==> config.mk <==
export PLATFORM = sky130hd
export DESIGN_NAME = rlsr_regs
export DESIGN_NICKNAME = d
export VERILOG_FILES = /design/src/rlsr_pkg.sv /design/src/rlsr_spi_if.sv /design/src/rlsr_regs.sv /design/src/rlsr_spi_slave.sv
export SDC_FILE = /design/constraint.sdc
export NUM_CORES = 1
export LEC_CHECK = 0
export ABC_AREA = 1
export BUFFER_PORTS_ARGS = -buffer_cell sky130_fd_sc_hd__clkbuf_2
export CORE_UTILIZATION = 30
export DETAILED_ROUTE_END_ITERATION = 6
export PLACE_DENSITY = 0.42
export SKIP_LAST_GASP = 1
export SLEW_MARGIN = 20
export SYNTH_ARGS = -nofsm -noshare
export SYNTH_HDL_FRONTEND = slang
export SYNTH_HIERARCHICAL = 1
export SYNTH_SLANG_ARGS = --single-unit
==> constraint.sdc <==
create_clock -name clk -period 12.8 [get_ports clk]
set_clock_uncertainty 0.2 [all_clocks]
set_input_delay 1.28 -clock clk [delete_from_list [all_inputs] [get_ports clk]]
set_output_delay 1.28 -clock clk [all_outputs]
set_load 0.01 [all_outputs]
==> src/rlsr_pkg.sv <==
/*
 * Shared constants and types for the radio link setup register bank:
 * register offsets, SPI command codes, field positions, reset values,
 * decode tables and timing. Assumes a 250 MHz core clock.
 */
package rlsr_pkg;
	// ------------------------------------------------------------
	// Register offsets and SPI commands
	// ------------------------------------------------------------
	localparam logic [4:0] REG_PIPE_EN   = 5'h02;
	localparam logic [4:0] REG_AW        = 5'h03;
	localparam logic [4:0] REG_RETR      = 5'h04;
	localparam logic [4:0] REG_CH        = 5'h05;
	localparam logic [4:0] REG_RF        = 5'h06;
	localparam logic [4:0] REG_STATUS    = 5'h07;
	localparam logic [2:0] CMD_READ      = 3'h0;
	localparam logic [2:0] CMD_WRITE     = 3'h1;
	// ------------------------------------------------------------
	// Field positions
	// ------------------------------------------------------------
	localparam int         RETR_DLY_LSB  = 4;
	localparam int         RF_CW_BIT     = 7;
	localparam int         RF_LOW_BIT    = 5;
	localparam int         RF_LOCK_BIT   = 4;
	localparam int         RF_HIGH_BIT   = 3;
	localparam int         STAT_RT_BIT   = 4;
	// ------------------------------------------------------------
	// Reset values
	// ------------------------------------------------------------
	localparam logic [1:0] PIPE_EN_RST   = 2'h3;
	localparam logic [1:0] AW_RST        = 2'h3;
	localparam logic [3:0] DLY_RST       = 4'h0;
	localparam logic [3:0] LIM_RST       = 4'h3;
	localparam logic [6:0] CH_RST        = 7'h02;
	localparam logic       CW_RST        = 1'b0;
	localparam logic       LOW_RST       = 1'b0;
	localparam logic       LOCK_RST      = 1'b0;
	localparam logic       HIGH_RST      = 1'b1;
	// ------------------------------------------------------------
	// Address width decode
	// ------------------------------------------------------------
	localparam logic [1:0] AW_3B         = 2'h1;
	localparam logic [1:0] AW_4B         = 2'h2;
	localparam logic [1:0] AW_5B         = 2'h3;
	localparam logic [2:0] WIDTH_NONE    = 3'h0;
	localparam logic [2:0] WIDTH_3       = 3'h3;
	localparam logic [2:0] WIDTH_4       = 3'h4;
	localparam logic [2:0] WIDTH_5       = 3'h5;
	localparam logic [4:0] MASK_NONE     = 5'h00;
	localparam logic [4:0] MASK_3        = 5'h07;
	localparam logic [4:0] MASK_4        = 5'h0F;
	localparam logic [4:0] MASK_5        = 5'h1F;
	// ------------------------------------------------------------
	// Timing
	// ------------------------------------------------------------
	localparam int         CLK_MHZ       = 250;
	localparam int         ARD_STEP_US   = 250;
	localparam int         ARD_STEP_CYCLES = ARD_STEP_US * CLK_MHZ;
	localparam int         DLY_W         = 20;
	// ------------------------------------------------------------
	// Types
	// ------------------------------------------------------------
	typedef enum logic [1:0] {
		RATE_1M   = 2'b00,
		RATE_2M   = 2'b01,
		RATE_250K = 2'b10
	} rlsr_rate_t;
	typedef enum logic {
		RT_IDLE = 1'b0,
		RT_WAIT = 1'b1
	} rlsr_rt_state_t;
	typedef enum logic {
		PH_CMD  = 1'b0,
		PH_DATA = 1'b1
	} rlsr_phase_t;
endpackage

==> src/rlsr_spi_if.sv <==
/*
 * Byte-level carrier between the SPI shifter and the register bank.
 * Assumes both ends sit on the same core clock.
 */
`timescale 1ns/1ns
interface rlsr_spi_if;
	logic [7:0] rx_byte;
	logic       rx_valid;
	logic       rx_first;
	logic       cs_active;
	logic [7:0] tx_byte;
	modport slave (output rx_byte, output rx_valid, output rx_first, output cs_active,
		input tx_byte);
	modport bank (input rx_byte, input rx_valid, input rx_first, input cs_active,
		output tx_byte);
endinterface

==> src/rlsr_regs.sv <==
/*
 * Radio link setup register bank: SPI register access, address width,
 * retransmission timing and count, channel, radio setup and pipe enables.
 * Assumes core strobes arrive on clk and SPI pins are asynchronous.
 */
`timescale 1ns/1ns
// Function
// RL1: Width code 01/10/11 means 3/4/5 bytes; resets to 11; 00 is illegal.
// RL2: One address width setting serves every receive pipe and transmit.
// RL3: Narrower widths use the low bytes of each address register only.
// RL4: Retransmit delay runs from end of transmission; 250 us times code plus one.
// RL5: Retry count field limits retransmissions; zero disables; resets to three.
// RL6: Seven-bit channel field resets to two; bit seven reads zero.
// RL7: Rate pair low,high decodes 00 1M, 01 2M, 10 250k; high resets one.
// RL8: High rate bit ignored while low rate bit set; pair 11 unused.
// RL9: Continuous carrier output follows radio setup bit seven; resets low.
// RL10: Radio setup bit four forces synthesizer lock; test use only.
// RL11: Undefined and reserved bits read back as zero.
// RL12: All registers reached by SPI read and write transactions.
// RL13: Exhausted retries set a sticky flag blocking traffic until written one.
// RL14: New settings take effect at the next operation start; carrier, lock and pipe enables apply at once.
// RL15: Receive traffic accepted only on enabled pipes; pipes zero, one enabled.
module rlsr_regs
#(
	parameter int STEP_CYCLES = rlsr_pkg::ARD_STEP_CYCLES
) (
	// Clock and reset
	input  wire logic              clk,
	input  wire logic              rst_n,
	// SPI pins
	input  wire logic              spi_sck,
	input  wire logic              spi_csn_n,
	input  wire logic              spi_mosi,
	output logic                   spi_miso_o,
	output logic                   spi_miso_oe,
	// Core strobes
	input  wire logic              op_start,
	input  wire logic              tx_new,
	input  wire logic              tx_end,
	input  wire logic              ack_ok,
	input  wire logic              rx_pipe_valid,
	input  wire logic [2:0]        rx_pipe_num,
	// Active settings
	output logic [2:0]             width_bytes,
	output logic [4:0]             addr_byte_mask,
	output logic [6:0]             radio_channel,
	output rlsr_pkg::rlsr_rate_t   data_rate,
	output logic                   continuous_carrier,
	output logic                   force_lock,
	// Retransmit and receive status
	output logic                   retransmit_start,
	output logic [3:0]             retry_count,
	output logic                   retry_exhausted_flag,
	output logic                   link_blocked,
	output logic                   rx_pipe_accept
);
	import rlsr_pkg::*;

	// ------------------------------------------------------------
	// SPI shifter
	// ------------------------------------------------------------
	rlsr_spi_if spi ();
	rlsr_spi_slave u_spi (
		.clk     (clk),
		.rst_n   (rst_n),
		.sck_i   (spi_sck),
		.csn_n_i (spi_csn_n),
		.mosi_i  (spi_mosi),
		.miso_o  (spi_miso_o),
		.miso_oe (spi_miso_oe),
		.spi     (spi)
	);

	// ------------------------------------------------------------
	// Stored registers
	// ------------------------------------------------------------
	logic [1:0]      pipe_en_q;
	logic [1:0]      aw_q;
	logic [3:0]      dly_q;
	logic [3:0]      lim_q;
	logic [6:0]      ch_q;
	logic            cw_q;
	logic            low_q;
	logic            lock_q;
	logic            high_q;
	logic            flag_q;
	logic            flag_d;
	rlsr_phase_t     phase_q;
	logic [7:0]      cmd_q;
	logic [7:0]      rd_data_q;

	// ------------------------------------------------------------
	// Command decode and read mux
	// ------------------------------------------------------------
	wire        cmd_take = spi.rx_valid & spi.rx_first;
	wire        wr_en    = spi.rx_valid & ~spi.rx_first & (phase_q == PH_DATA) &
	                       (cmd_q[7:5] == CMD_WRITE); // see RL12
	wire  [4:0] wr_addr  = cmd_q[4:0];
	wire  [7:0] wr_data  = spi.rx_byte;
	wire  [4:0] rd_addr  = spi.rx_byte[4:0];
	wire        rd_cmd   = spi.rx_byte[7:5] == CMD_READ;
	wire  [7:0] rd_pipe  = {6'h00, pipe_en_q};             // see RL11
	wire  [7:0] rd_aw    = {6'h00, aw_q};                  // see RL11
	wire  [7:0] rd_retr  = {dly_q, lim_q};
	wire  [7:0] rd_ch    = {1'b0, ch_q};                   // see RL6
	wire  [7:0] rd_rf    = {cw_q, 1'b0, low_q, lock_q, high_q, 3'h0};
	wire  [7:0] rd_stat  = {3'h0, flag_q, 4'h0};
	wire  [7:0] rd_mux   = (rd_addr == REG_PIPE_EN) ? rd_pipe :
	                       (rd_addr == REG_AW)      ? rd_aw   :
	                       (rd_addr == REG_RETR)    ? rd_retr :
	                       (rd_addr == REG_CH)      ? rd_ch   :
	                       (rd_addr == REG_RF)      ? rd_rf   :
	                       (rd_addr == REG_STATUS)  ? rd_stat : 8'h00; // see RL11
	wire        stat_clr = wr_en & (wr_addr == REG_STATUS) & wr_data[STAT_RT_BIT];
	assign spi.tx_byte = (phase_q == PH_DATA) ? rd_data_q : rd_stat;
	always_ff @(posedge clk or negedge rst_n) begin
		if (!rst_n) begin
			phase_q   <= PH_CMD;
			cmd_q     <= 8'h00;
			rd_data_q <= 8'h00;
		end else if (!spi.cs_active) begin
			phase_q <= PH_CMD;
		end else if (cmd_take) begin
			phase_q   <= PH_DATA;
			cmd_q     <= spi.rx_byte;
			rd_data_q <= rd_cmd ? rd_mux : 8'h00; // see RL12
		end
	end

	// ------------------------------------------------------------
	// Register writes
	// ------------------------------------------------------------
	always_ff @(posedge clk or negedge rst_n) begin
		if (!rst_n) begin
			pipe_en_q <= PIPE_EN_RST; // see RL15
			aw_q      <= AW_RST;      // see RL1
			dly_q     <= DLY_RST;     // see RL4
			lim_q     <= LIM_RST;     // see RL5
			ch_q      <= CH_RST;      // see RL6
			cw_q      <= CW_RST;      // see RL9
			low_q     <= LOW_RST;
			lock_q    <= LOCK_RST;    // see RL10
			high_q    <= HIGH_RST;    // see RL7
		end else if (wr_en) begin
			case (wr_addr)
				REG_PIPE_EN: pipe_en_q <= wr_data[1:0];
				REG_AW:      aw_q      <= wr_data[1:0];
				REG_RETR: begin
					dly_q <= wr_data[RETR_DLY_LSB +: 4];
					lim_q <= wr_data[3:0];
				end
				REG_CH:      ch_q      <= wr_data[6:0];
				REG_RF: begin
					cw_q   <= wr_data[RF_CW_BIT];
					low_q  <= wr_data[RF_LOW_BIT];
					lock_q <= wr_data[RF_LOCK_BIT];
					high_q <= wr_data[RF_HIGH_BIT];
				end
				default: ;
			endcase
		end
	end

	// ------------------------------------------------------------
	// Setting decode and apply at operation start; carrier and lock follow at once
	// ------------------------------------------------------------
	wire  [2:0]       width_dec = (aw_q == AW_3B) ? WIDTH_3 :
	                              (aw_q == AW_4B) ? WIDTH_4 :
	                              (aw_q == AW_5B) ? WIDTH_5 : WIDTH_NONE; // see RL1
	wire  [4:0]       mask_dec  = (aw_q == AW_3B) ? MASK_3 :
	                              (aw_q == AW_4B) ? MASK_4 :
	                              (aw_q == AW_5B) ? MASK_5 : MASK_NONE;   // see RL3
	wire  rlsr_rate_t rate_dec  = low_q ? RATE_250K :
	                              (high_q ? RATE_2M : RATE_1M);         // see RL7 RL8
	logic [3:0]       act_dly_q;
	logic [3:0]       act_lim_q;
	always_ff @(posedge clk or negedge rst_n) begin
		if (!rst_n) begin
			width_bytes    <= WIDTH_5;
			addr_byte_mask <= MASK_5;
			radio_channel  <= CH_RST;
			data_rate      <= RATE_2M;
			act_dly_q      <= DLY_RST;
			act_lim_q      <= LIM_RST;
		end else if (op_start) begin
			width_bytes    <= width_dec; // see RL2 RL14
			addr_byte_mask <= mask_dec;  // see RL3
			radio_channel  <= ch_q;      // see RL14
			data_rate      <= rate_dec;  // see RL7
			act_dly_q      <= dly_q;
			act_lim_q      <= lim_q;
		end
	end
	assign continuous_carrier = cw_q;   // see RL9
	assign force_lock         = lock_q; // see RL10

	// ------------------------------------------------------------
	// Retransmit timer and retry counter
	// ------------------------------------------------------------
	rlsr_rt_state_t   rt_state_q;
	logic [DLY_W-1:0] wait_q;
	logic [3:0]       retry_q;
	logic             rt_pulse_q;
	wire  [31:0]      dly_full   = (32'(act_dly_q) + 32'h1) * 32'(STEP_CYCLES) - 32'h1;
	wire  [DLY_W-1:0] dly_target = dly_full[DLY_W-1:0]; // see RL4
	wire              expire     = (rt_state_q == RT_WAIT) & ~ack_ok & (wait_q == dly_target);
	wire              can_retry  = retry_q < act_lim_q; // see RL5
	wire              flag_set   = expire & ~can_retry; // see RL13
	assign flag_d = flag_set | (flag_q & ~stat_clr); // see RL13
	always_ff @(posedge clk or negedge rst_n) begin
		if (!rst_n) begin
			rt_state_q <= RT_IDLE;
			wait_q     <= '0;
			retry_q    <= 4'h0;
			rt_pulse_q <= 1'b0;
			flag_q     <= 1'b0;
		end else begin
			flag_q     <= flag_d;
			rt_pulse_q <= 1'b0;
			case (rt_state_q)
				RT_IDLE: begin
					wait_q <= '0;
					if (tx_new) begin
						retry_q <= 4'h0;
					end
					if (tx_end && !flag_q) begin
						rt_state_q <= RT_WAIT; // see RL4 RL13
					end
				end
				RT_WAIT: begin
					if (ack_ok) begin
						rt_state_q <= RT_IDLE;
					end else if (expire) begin
						rt_state_q <= RT_IDLE;
						if (can_retry) begin
							rt_pulse_q <= 1'b1; // see RL5
							retry_q    <= retry_q + 4'h1;
						end
					end else begin
						wait_q <= wait_q + DLY_W'(1);
					end
				end
				default: rt_state_q <= RT_IDLE;
			endcase
		end
	end

	assign retransmit_start     = rt_pulse_q;
	assign retry_count          = retry_q;
	assign retry_exhausted_flag = flag_q;
	assign link_blocked         = flag_q;

	// ------------------------------------------------------------
	// Receive pipe filter
	// ------------------------------------------------------------
	logic accept_q;
	wire  pipe_ok = rx_pipe_valid & (rx_pipe_num < 3'h2) & pipe_en_q[rx_pipe_num[0]];
	always_ff @(posedge clk or negedge rst_n) begin
		if (!rst_n) begin
			accept_q <= 1'b0;
		end else begin
			accept_q <= pipe_ok; // see RL15
		end
	end
	assign rx_pipe_accept = accept_q;
endmodule // rlsr_regs

==> src/rlsr_spi_slave.sv <==
/*
 * SPI mode 0 slave shifter, oversampled on the core clock.
 * Assumes SCK high and low phases each last at least 8 core cycles.
 */
`timescale 1ns/1ns
module rlsr_spi_slave (
	// Clock and reset
	input  wire logic  clk,
	input  wire logic  rst_n,
	// SPI pins
	input  wire logic  sck_i,
	input  wire logic  csn_n_i,
	input  wire logic  mosi_i,
	output logic       miso_o,
	output logic       miso_oe,
	// Byte side
	rlsr_spi_if.slave  spi
);
	// ------------------------------------------------------------
	// Pin synchronisers
	// ------------------------------------------------------------
	logic [2:0] sck_s_q;
	logic [2:0] csn_s_q;
	logic [1:0] mosi_s_q;
	logic [2:0] bit_q;
	logic [7:0] sh_q;
	logic [7:0] tx_q;
	logic [7:0] rx_byte_q;
	logic       rx_valid_q;
	logic       first_q;
	wire        sck_rise = sck_s_q[1] & ~sck_s_q[2];
	wire        sck_fall = ~sck_s_q[1] & sck_s_q[2];
	wire        cs_act   = ~csn_s_q[1];
	wire        cs_fall  = ~csn_s_q[1] & csn_s_q[2];
	wire  [7:0] sh_next  = {sh_q[6:0], mosi_s_q[1]};

	always_ff @(posedge clk or negedge rst_n) begin
		if (!rst_n) begin
			sck_s_q  <= 3'h0;
			csn_s_q  <= 3'h7;
			mosi_s_q <= 2'h0;
		end else begin
			sck_s_q  <= {sck_s_q[1:0], sck_i};
			csn_s_q  <= {csn_s_q[1:0], csn_n_i};
			mosi_s_q <= {mosi_s_q[0], mosi_i};
		end
	end

	// ------------------------------------------------------------
	// Shift in and out
	// ------------------------------------------------------------
	always_ff @(posedge clk or negedge rst_n) begin
		if (!rst_n) begin
			bit_q      <= 3'h0;
			sh_q       <= 8'h00;
			tx_q       <= 8'h00;
			rx_byte_q  <= 8'h00;
			rx_valid_q <= 1'b0;
			first_q    <= 1'b1;
		end else begin
			rx_valid_q <= 1'b0;
			if (!cs_act) begin
				bit_q   <= 3'h0;
				first_q <= 1'b1;
			end else if (sck_rise) begin
				sh_q  <= sh_next;
				bit_q <= bit_q + 3'h1;
				if (bit_q == 3'h7) begin
					rx_valid_q <= 1'b1;
					rx_byte_q  <= sh_next;
				end
			end
			if (rx_valid_q && cs_act) begin
				first_q <= 1'b0;
			end
			if (cs_fall) begin
				tx_q <= spi.tx_byte;
			end else if (sck_fall && cs_act) begin
				tx_q <= (bit_q == 3'h0) ? spi.tx_byte : {tx_q[6:0], 1'b0};
			end
		end
	end

	assign miso_o        = tx_q[7];
	assign miso_oe       = cs_act;
	assign spi.rx_byte   = rx_byte_q;
	assign spi.rx_valid  = rx_valid_q;
	assign spi.rx_first  = first_q;
	assign spi.cs_active = cs_act;
endmodule // rlsr_spi_slave
* Yosys cells after proc, flatten, opt, wreduce, memory -nomap -nowiden
Index checks and enable logic that the tools add are counted.
Storage, ports and cells: register bits after elaboration 129, bits of input ports 13, word-level logic and storage cells 155
Cells by class: add/sub/neg operators 5, $mul 1, $lt $le $gt $ge 3, equality and inequality tests 23, multiplexer cells 46, bitwise gates (word level) 24, reductions and logical operators 20
Operators by type and width (number):
- 8-bit 2-to-1 mux | 10
- 5-bit by 3-bit equality test with 1-bit output (second input constant) | 8
- 20-bit 2-to-1 mux | 2
- 20-bit one-hot mux with 2 select lines | 1
- 20-bit by 1-bit adder with 20-bit output (second input constant) | 1
- 20-bit equality test | 1
- 5-bit by 2-bit equality test with 1-bit output (second input constant) | 4
- 5-bit 2-to-1 mux | 4
- 20-bit by 1-bit subtractor with 20-bit output (second input constant) | 1
- 5-bit by 14-bit multiplier with 18-bit output (second input constant) | 1
- 1-bit 2-to-1 mux | 17
- 4-bit 2-to-1 mux | 4
- 2-bit AND reduction | 8
- 1-bit bitwise AND | 15
- 3-bit 2-to-1 mux | 5
- 1-bit NOT | 8
- 4-bit one-hot mux with 2 select lines | 1
- 2-bit nonzero test | 4
- 3-bit zero test | 2
- 2-bit != test (second input constant) | 3
- 4-bit by 1-bit adder with 5-bit output (second input constant) | 1
- 4-bit by 1-bit adder with 4-bit output (second input constant) | 1
- 2-bit equality test (second input constant) | 2
- 4-bit < comparator | 1
- 14 further kinds | 17

* Logic depth before layout (Yosys ltp)
Gate-level depths: netlist (run 1).
depth in word-level cells 9, depth in mapped cells 28

* Modules after synthesis
Netlist (run 1), hierarchy kept.
Modules (own cells, without submodules):
- rlsr_regs | times used 1, cells an instance 878, area an instance 6442.4 µm², seq. area each 2272.2 µm²
- rlsr_spi_slave | times used 1, cells an instance 156, area an instance 1485.2 µm², seq. area each 905.9 µm²

* Least setup slack after synthesis (run 1)
No wires, ideal clock.
path type reg2reg, start register act_dly_q[1], end register wait_q[12], library setup time 0.117 ns, arrival time 4.090 ns, setup slack 8.393 ns, cell stages (with the launch flop) 24, buffers on the path 1, period minus slack after synthesis 4.407 ns, path through dfrtp_1 -> ha_1 -> nand2_4 -> inv_2 -> nor2_2 -> ha_1 -> fa_1 -> fa_1 -> ha_1 -> nand2_1 -> inv_1 -> nand3_1 -> inv_1 -> a21oi_1 -> nand3b_1 -> nand2_1 -> nand3_1 -> nor2_2 -> nand2_1 -> nand2_4 -> nand4_4 -> buf_2 -> nand4_1 -> nand2_1
Between the ends: cells in the longest elaborated chain, start to end 7
RTL lines:
- start: declaration | RTL line rlsr_regs.sv:175 | logic [3:0] act_dly_q;
- start signal: assignment | RTL line rlsr_regs.sv:190 | act_dly_q <= dly_q;
- 4-bit by 1-bit adder with 5-bit output | RTL line rlsr_regs.sv:204 | wire [31:0] dly_full = (32'(act_dly_q) + 32'h1) * 32'(STEP_CYCLES) - 32'h1;
- 5-bit by 14-bit multiplier with 18-bit output | RTL line rlsr_regs.sv:204
- 20-bit by 1-bit subtractor with 20-bit output | RTL line rlsr_regs.sv:204
- 20-bit equality test | RTL line rlsr_regs.sv:206 | wire expire = (rt_state_q == RT_WAIT) & ~ack_ok & (wait_q == dly_target);
- 1-bit bitwise AND | RTL line rlsr_regs.sv:206
- 2-bit != test (no line)
- 2-bit AND reduction (no line)
- end signal: assignment | RTL line rlsr_regs.sv:240 | wait_q <= wait_q + DLY_W'(1);
- end: declaration | RTL line rlsr_regs.sv:201 | logic [DLY_W-1:0] wait_q;
No other way between the ends. A chain may end at the register's enable or synchronous reset.

* Worst setup path after layout (run 1)
start register act_dly_q[0], end register wait_q[4]
The elaborated chain is that of the path after synthesis.

==> results of run 1 <==
==> metrics by stage <==
step | total power [mW] | setup slack, ns | hold WS (ns) | utilization, % | cells
3_3_place_gp | 0.4565 | 7.306 | 0.1315 | 32.29 | 1383
6_report | 0.9318 | 7.305 | 0.1489 | 34.55 | 1415
3_5_place_dp | 0.4564 | 7.246 | 0.1364 | 32.29 | 1383
5_1_grt | 0.9725 | 6.845 | 0.1571 | 34.55 | 1415
2_1_floorplan | 0.4403 | 8.393 | 0.1312 | - | 1034
4_1_cts | 0.9497 | 7.208 | 0.1530 | 34.55 | 1415
==> logic make-up (layout without fill, tap and decap cells) <==
kind of cell	count (synthesis)	count (layout)	share of synthesized area, %
AO/OA/AOI/OAI	112	112	7.655
XOR/XNOR	21	21	2.415
adder cells (fa/ha/maj)	40	40	6.881
buffers and inverters	175	221	9.280
flip-flops	126	126	40.09
multiplexers	1	1	0.1263
AND/OR/NAND/NOR	559	559	33.55
==> synth_stat cells, drive strengths merged (2+ instances only) <==
cell type and number:
o21bai 2, nand4 31, a21oi 15, clkbuf 10, xnor2 5, nor3 14
dfrtp 106, o21ai 81, nand3 104, ha 34, dfstp 20, nand3b 7
nand2 323, inv 144, a31oi 2, o21a 2, buf 20, nor4 8
a221oi 2, a22o 2, nor3b 2, o221ai 3, or2 3, nor2 66
fa 6, xor2 16
==> report_power, final <==
group	leakage (nW)	total (mW)	internal, mW	switching, mW
Sequential	1.66	0.413	0.408	0.00467
Combinational	2.55	0.0350	0.00894	0.0260
Clock	0.290	0.484	0.263	0.221
==> worst max-delay path: stages, from the launching register on <==
cell and delay [ns]:
dfrtp_1 0.76, ha_1 0.41, nor2_1 0.09, nor2_2 0.33
ha_1 0.31, fa_1 0.54, fa_1 0.43, ha_1 0.38
a21oi_1 0.20, o21ai_0 0.12, a21oi_1 0.22, nand3b_1 0.13
nand2_1 0.10, nand3_1 0.09, nor2_2 0.13, nand2_1 0.09
nand2_4 0.11, nand4_4 0.23, nand2_4 0.38, nand3_2 0.10
nand2_1 0.08
==> worst max path at each step <==
stage                             startpoint                endpoint  slack, ns  depth (start not counted)
floorplan           act_dly_q[1]$_DFFE_PN0P_  wait_q[12]$_DFFE_PN0P_       8.39                         23
global placement    act_dly_q[0]$_DFFE_PN0P_   wait_q[3]$_DFFE_PN0P_       7.31                         20
detailed placement  act_dly_q[0]$_DFFE_PN0P_  wait_q[15]$_DFFE_PN0P_       7.25                         20
CTS                 act_dly_q[0]$_DFFE_PN0P_   wait_q[4]$_DFFE_PN0P_       7.21                         20
global route        act_dly_q[0]$_DFFE_PN0P_   wait_q[0]$_DFFE_PN0P_       6.84                         23
finish              act_dly_q[0]$_DFFE_PN0P_   wait_q[4]$_DFFE_PN0P_       7.30                         20
==> layer usage <==
metal  vias up  global-route usage (%)  share of wire [%]
li1       3408                       -                  -
met1      3139                   21.38                 47
met2        83                   29.34                 49
met3        15                   2.511                2.2
met4         0                   5.630                1.4
met5         -                       0                  0
==> state kept, by name (all words and copies together), names as in the netlist, 3 cells and up <==
signal,flops
u_spi/tx_q,8
u_spi/spi.rx_byte,8
retry_count,4
u_spi/csn_s_q,3
ch_q,7
u_spi/sck_s_q,3
u_spi/bit_q,3
lim_q,4
dly_q,4
u_spi/sh_q,7
cmd_q,8
addr_byte_mask,3
radio_channel,7
act_lim_q,4
act_dly_q,4
wait_q,20
rd_data_q,8
==> layout make-up <==
| type | instances | area [sq um] |
|---|---|---|
| tap | 335 | 419.2 |
| clock buffer | 17 | 425.4 |
| fill | 2789 | 17010 |
| sequential | 126 | 3178 |
| timing repair buffer | 44 | 234.0 |
| clock inverter | 15 | 162.7 |
| inverter | 145 | 544.3 |
| multi-input combinational | 733 | 4014 |
==> summary.md, run 1 <==
| Metric | Value |
|---|---|
| First drt pass iteration count | 7 |
| Starting Density | ~30% |
| Area grow syn2layout | 13.24% |
| Num CTS Buffers | 17 |
| Final instance area | approximately 0.009 sq mm |
| RD Place Congestion | 0.8508 |
| H-tree Lvls | 4 |
| HPWL Detailed | between 15 and 20 mm |
| Post-cts resize count | 0 |
| Most common cell after layout, fill and taps aside | nand2_1 |
| Total track usage | 16.91% |
| Number of flops mapped to enable cells by yosys | 0 |
| Status | finished clean |
| Largest net degree at the start of global routing | 70 |
| Final worst path period need | between 5 and 6 ns |
| Biggest area consumer among synthesized cells | dfrtp_1 |
| I/O pin total | 42 |
| Vias/cell | around 4.7 |
| Cells after synthesis | approximately 1000 |
| Final Cycle Share | a little over two fifths |
| Register bit total from synthesis | roughly 130 |
| Peak Freq | roughly 0.18 GHz |
| # DRC | 0 |
| Number of global-route vias before repair | between 6000 and 7000 |
| Skew-Pair Late Insertion Delay | around 0.42 ns |
| Routed WL | between 20 and 25 mm |
| DIE WIDTH | around 160 um |
| Commonest non-fill, non-tap cells in the layout | nand2_1 (307), inv_1 (131), dfrtp_1 (106) |
| Setup TNS | 0 ns |
| NumNets Final | 1120 |
| Hold Path End | u_spi/mosi_s_q[1]$_DFF_PN0_ |
| Syn_area_per_cell | ~7.7 sq um |
| DR vias | around 6600 |
| Worst min-delay path class | flip-flop to flip-flop |
| # Max-Cap Violations | 0 |
| Initial antenna violation count | 0 |
| Layout cells sized above 1 | 15.37% |
| Buffers on Ports | 41 |
| Mapped cell area | 0.007928 sq mm |
| Power density cells | 103.8 mW/mm^2 |
| R2r setup slk | 7.30 ns |
| Worst VDD drop | around 0.083 mV |
| Crit path launch type | flip-flop |
| Core Rows | 59 |
| Yosys warnings | 6 |
| Post-synth top area share | roughly a third |
| CTS Root Buffer Type | clkbuf_16 |
| Final Setup Violations | 0 |
| Sequential share of the synthesized area | approximately 40% |
| Core ar. | about 0.026 sq mm |
| # diodes | 0 |
| Post-synth net total | approximately 1100 |
| FF-to-FF path depth | 20 |
| Clk sinks | between 100 and 150 |
| WP data required | approximately 13 ns |
| WHS Path Cells | 0 |
| Routed Antenna Nets | 0 |
| CTS tree | done |
| Crit path kind | flip-flop to flip-flop |
| FF-to-FF Start | act_dly_q[0]$_DFFE_PN0P_ |
| Final Max Tran Viols | 0 |
| Post-DP Area | around 0.0084 sq mm |
| Reg2reg end | wait_q[4]$_DFFE_PN0P_ |
| Hold Crit Start | u_spi/mosi_s_q[0]$_DFF_PN0_ |
| # Post-CTS Setup Buffers | 0 |
| Routed WL per cell | 14.98 um |
| RSZ-0062 raised after global routing | no |
| Final hold violation count | 0 |
| Deepest clock path buffer count | 2 |
| Ys flop type | dfrtp_1 |
| First-pass GRT wire length | 35.15 mm |
| Die area | ~0.027 sq mm |
| Clock slew at reported path FFs | 0.07 ns |
| Max-slew headroom | 38.47% |
| CP max FO | 20 |
| Hold Buf Count CTS | 0 |
| Static Leak | 4.497 nW |
| Worst-Margin Slew | 0.9204 ns |
| Total grt overflow | 0 |
| Critical Path AT | around 5.7 ns |
| Initial drt markers | 370 |
| Ys async rst share | between 90% and 100% |
| Synth area leaders | dfrtp_1 (33%), nand2_1 (15%), dfstp_2 (6.6%), inv_1 (6.2%), ha_1 (5.4%) |
| Synth unique cells | 48 |
| Die Y | around 160 um |
| CP endpoint kind | flip-flop |
(Power assumes the default switching activity.)
==> inputs of run 2 (changes only) <==
Settings changed: PLACE_DENSITY 0.42 to 0.44.
Clock period 12.8 ns to 4.6 ns, I/O delays scaled along.
==> run 2 against run 1 <==
- the run now ends with design-rule violations left
- setup slack worse by 7.1 ns
- clock-buffer cell count grew 1
- non-clock buffer count increased by 40
- total power rose to 2.8 times the previous value
- sequential share of layout area down 2.1 points
- core utilization rose by 2.2 points
- design area up 6.4%
- hold slack is essentially flat
- die area did not move
- sequential power grew to 2.8 times the previous value
- register-to-register slack worse by 7.1 ns
- critical path type unchanged
- critical endpoint is now wait_q[7]$_DFFE_PN0P_
- largest cell class unchanged
- largest power group unchanged
==> summary.md, run 2 (synthesis results as in run 1) <==
| Metric | Value |
|---|---|
| Final Setup Violations | 0 |
| H-tree Lvls | 4 |
| CTS Root Buffer Type | clkbuf_16 |
| Crit path kind | flip-flop to flip-flop |
| Buffers on Ports | just over 40 |
| Crit path launch type | flip-flop |
| I/O pin total | 42 |
| RD Place Congestion | roughly 0.80 |
| Power density cells | about 270 mW/mm^2 |
| Initial antenna violation count | 0 |
| Commonest non-fill, non-tap cells in the layout | nand2_1 (296), inv_1 (126), dfrtp_1 (105) |
| R2r setup slk | 0.18 ns |
| RSZ-0062 raised after global routing | yes |
| Worst min-delay path class | flip-flop to flip-flop |
| Total grt overflow | 0 |
| NumNets Final | between 1000 and 1500 |
| Area grow syn2layout | 20.44% |
| Initial drt markers | 406 |
| Skew-Pair Late Insertion Delay | 0.42 ns |
| Routed Antenna Nets | 0 |
| DIE WIDTH | 164.6 um |
| Worst-Margin Slew | between 0.8 and 0.9 ns |
| Routed WL per cell | roughly 15 um |
| CP max FO | 6 |
| Setup TNS | 0 ns |
| Max reg flops | 20 |
| Peak Freq | around 0.23 GHz |
| Critical Path AT | ~4.6 ns |
| Total power | ~2.6 mW |
| Vias/cell | 4.674 |
| Clock Power Share | 51.8% |
| Layout cells sized above 1 | between 20% and 30% |
| # Max-Cap Violations | 0 |
| Sequential share of power | between 40% and 50% |
| Static Leak | 4.695 nW |
| Num CTS Buffers | 17 |
| Core ar. | 0.02598 sq mm |
| Logic gate share of total power | between 4 and 5% |
| WHS Path Cells | 0 |
| Internal power | between 1.5 and 2 mW |
| Total track usage | between 10% and 20% |
| Sw frac | between 20% and 30% |
| Top reg by flops | wait_q |
| Area of the multi-input gates | 0.004207 sq mm |
| Worst VDD drop | between 0.2 and 0.25 mV |
| Hold Path End | u_spi/sck_s_q[1]$_DFF_PN0_ |
| Final Max Tran Viols | 0 |
| FF-to-FF path depth | 25 |
| Core Rows | 59 |
| Placed insts | about 1400 |
| WP data required | approximately 4.8 ns |
| Deepest clock path buffer count | 2 |
| Max-slew headroom | 40.23% |
| Status | finished, violations left |
| Die area | about 0.027 sq mm |
| WHS | approximately 0.15 ns |
| Most common cell after layout, fill and taps aside | nand2_1 |
| Clock slew at reported path FFs | around 0.07 ns |
| Number of global-route vias before repair | 6707 |
| Hold Crit Start | u_spi/sck_s_q[0]$_DFF_PN0_ |
| First drt pass iteration count | 7 |
| Failing checks | design-rule violations |
| HPWL Detailed | between 15 and 20 mm |
| Final Cycle Share | 95.99% |
| Final worst path period need | about 4.4 ns |
| # DRC | 2 |
| Final hold violation count | 0 |
| First-pass GRT wire length | between 30 and 40 mm |
| Routed WL | between 20 and 25 mm |
| DR vias | 6800 |
| Sw Pwr | about 660 uW |
| Die Y | around 160 um |
| Starting Density | a little under a third |
| CTS tree | done |
| Reg area | ~0.0032 sq mm |
| FF-to-FF Start | act_dly_q[0]$_DFFE_PN0P_ |
| Cell Count, Final, Fillers Out | 1455 |
| CP endpoint kind | flip-flop |
| Largest net degree at the start of global routing | 66 |
| Clk sinks | 126 |
| # fillers | around 2800 |
| Reg2reg end | wait_q[7]$_DFFE_PN0P_ |
| # diodes | 0 |
run 2: cell count changes in the layout (fill, tap and decap cells not counted), moves of 4 or more:
cell / change
buf_4: +26
nand2_1: -11
nand2_2: +11
ha_1: -10
ha_4: +8
dlygate4sd3_1: +6
nor2_1: -6
buf_6: +5
inv_1: -5
clkinv_4: +4
inv_8: -4
nor2_2: +4
run 2: stage by stage:
stage	setup WS [ns]	util, %	cell area (sq um)
after floorplan	0.1927	-	7928
final	0.1846	36.74	9548
after detailed placement	-0.05293	33.08	8597
after global routing	-0.01317	36.74	9548
after global placement	-0.02718	33.08	8597
after CTS	0.02708	35.71	9280
run 2: worst max-delay path by stage:
| stage | startpoint | endpoint | slack [ns] | cells after the start |
|---|---|---|---|---|
| after CTS | act_dly_q[1]$_DFFE_PN0P_ | wait_q[6]$_DFFE_PN0P_ | 0.03 | 25 |
| after global routing | act_dly_q[1]$_DFFE_PN0P_ | retry_count[0]$_DFFE_PN0P_ | -0.01 | 27 |
| after global placement | act_dly_q[0]$_DFFE_PN0P_ | wait_q[12]$_DFFE_PN0P_ | -0.03 | 24 |
| after detailed placement | act_dly_q[0]$_DFFE_PN0P_ | wait_q[12]$_DFFE_PN0P_ | -0.05 | 26 |
| after floorplan | act_dly_q[1]$_DFFE_PN0P_ | wait_q[12]$_DFFE_PN0P_ | 0.19 | 23 |
| final | act_dly_q[0]$_DFFE_PN0P_ | wait_q[7]$_DFFE_PN0P_ | 0.18 | 25 |
run 2: final cells by class:
cell class	instances	share of cell area [%]
multi-input cells	733	44.06
flip-flops and latches	126	33.30
repair buffers	84	6.343
inverters	145	5.753
clock buffers	18	4.600
well taps	335	4.390
clock inverters	14	1.559
run 2: routing by layer:
| layer | wire (um) | global-route usage [%] | part of all wire, % |
|---|---|---|---|
| met5 | 0 | 0 | 0 |
| met4 | 540 | 5.630 | 2.5 |
| met3 | 566 | 3.214 | 2.6 |
| met2 | 10320 | 28.80 | 48 |
| met1 | 9998 | 21.63 | 47 |
run 2: power groups by stage:
stage / Combinational [mW] / Sequential (mW) / Clock, mW
finish: 0.106 / 1.15 / 1.35
global placement: 0.104 / 1.17 / 0
detailed placement: 0.104 / 1.17 / 0
floorplan: 0.0582 / 1.17 / 0
CTS: 0.108 / 1.15 / 1.39
global route: 0.127 / 1.15 / 1.44
run 2: worst max-delay path, stage by stage (launching register included):
cell	delay, ns
dfrtp_2	0.45
ha_4	0.20
nor2_4	0.10
nor2_4	0.06
fa_1	0.58
inv_2	0.05
fa_1	0.49
inv_2	0.05
ha_4	0.24
ha_4	0.29
nand2_2	0.06
nor2_1	0.08
nand3b_1	0.14
nand2_2	0.12
nand2_1	0.06
nand2_1	0.06
nand2_1	0.06
nand2_2	0.11
xor2_4	0.21
nand2_2	0.09
nand2_4	0.09
nand4_4	0.12
nand2_4	0.16
clkbuf_16	0.17
nand3_2	0.05
nand2_1	0.07
run 2: what timing repair did:
item	CTS	global route
endpoints found under the setup margin	25	27
setup buffers	0	7
cloned	0	1
gates resized for setup	5	50
hold endpoints to repair	58	0
hold buffers	6	0
pin swaps	0	23
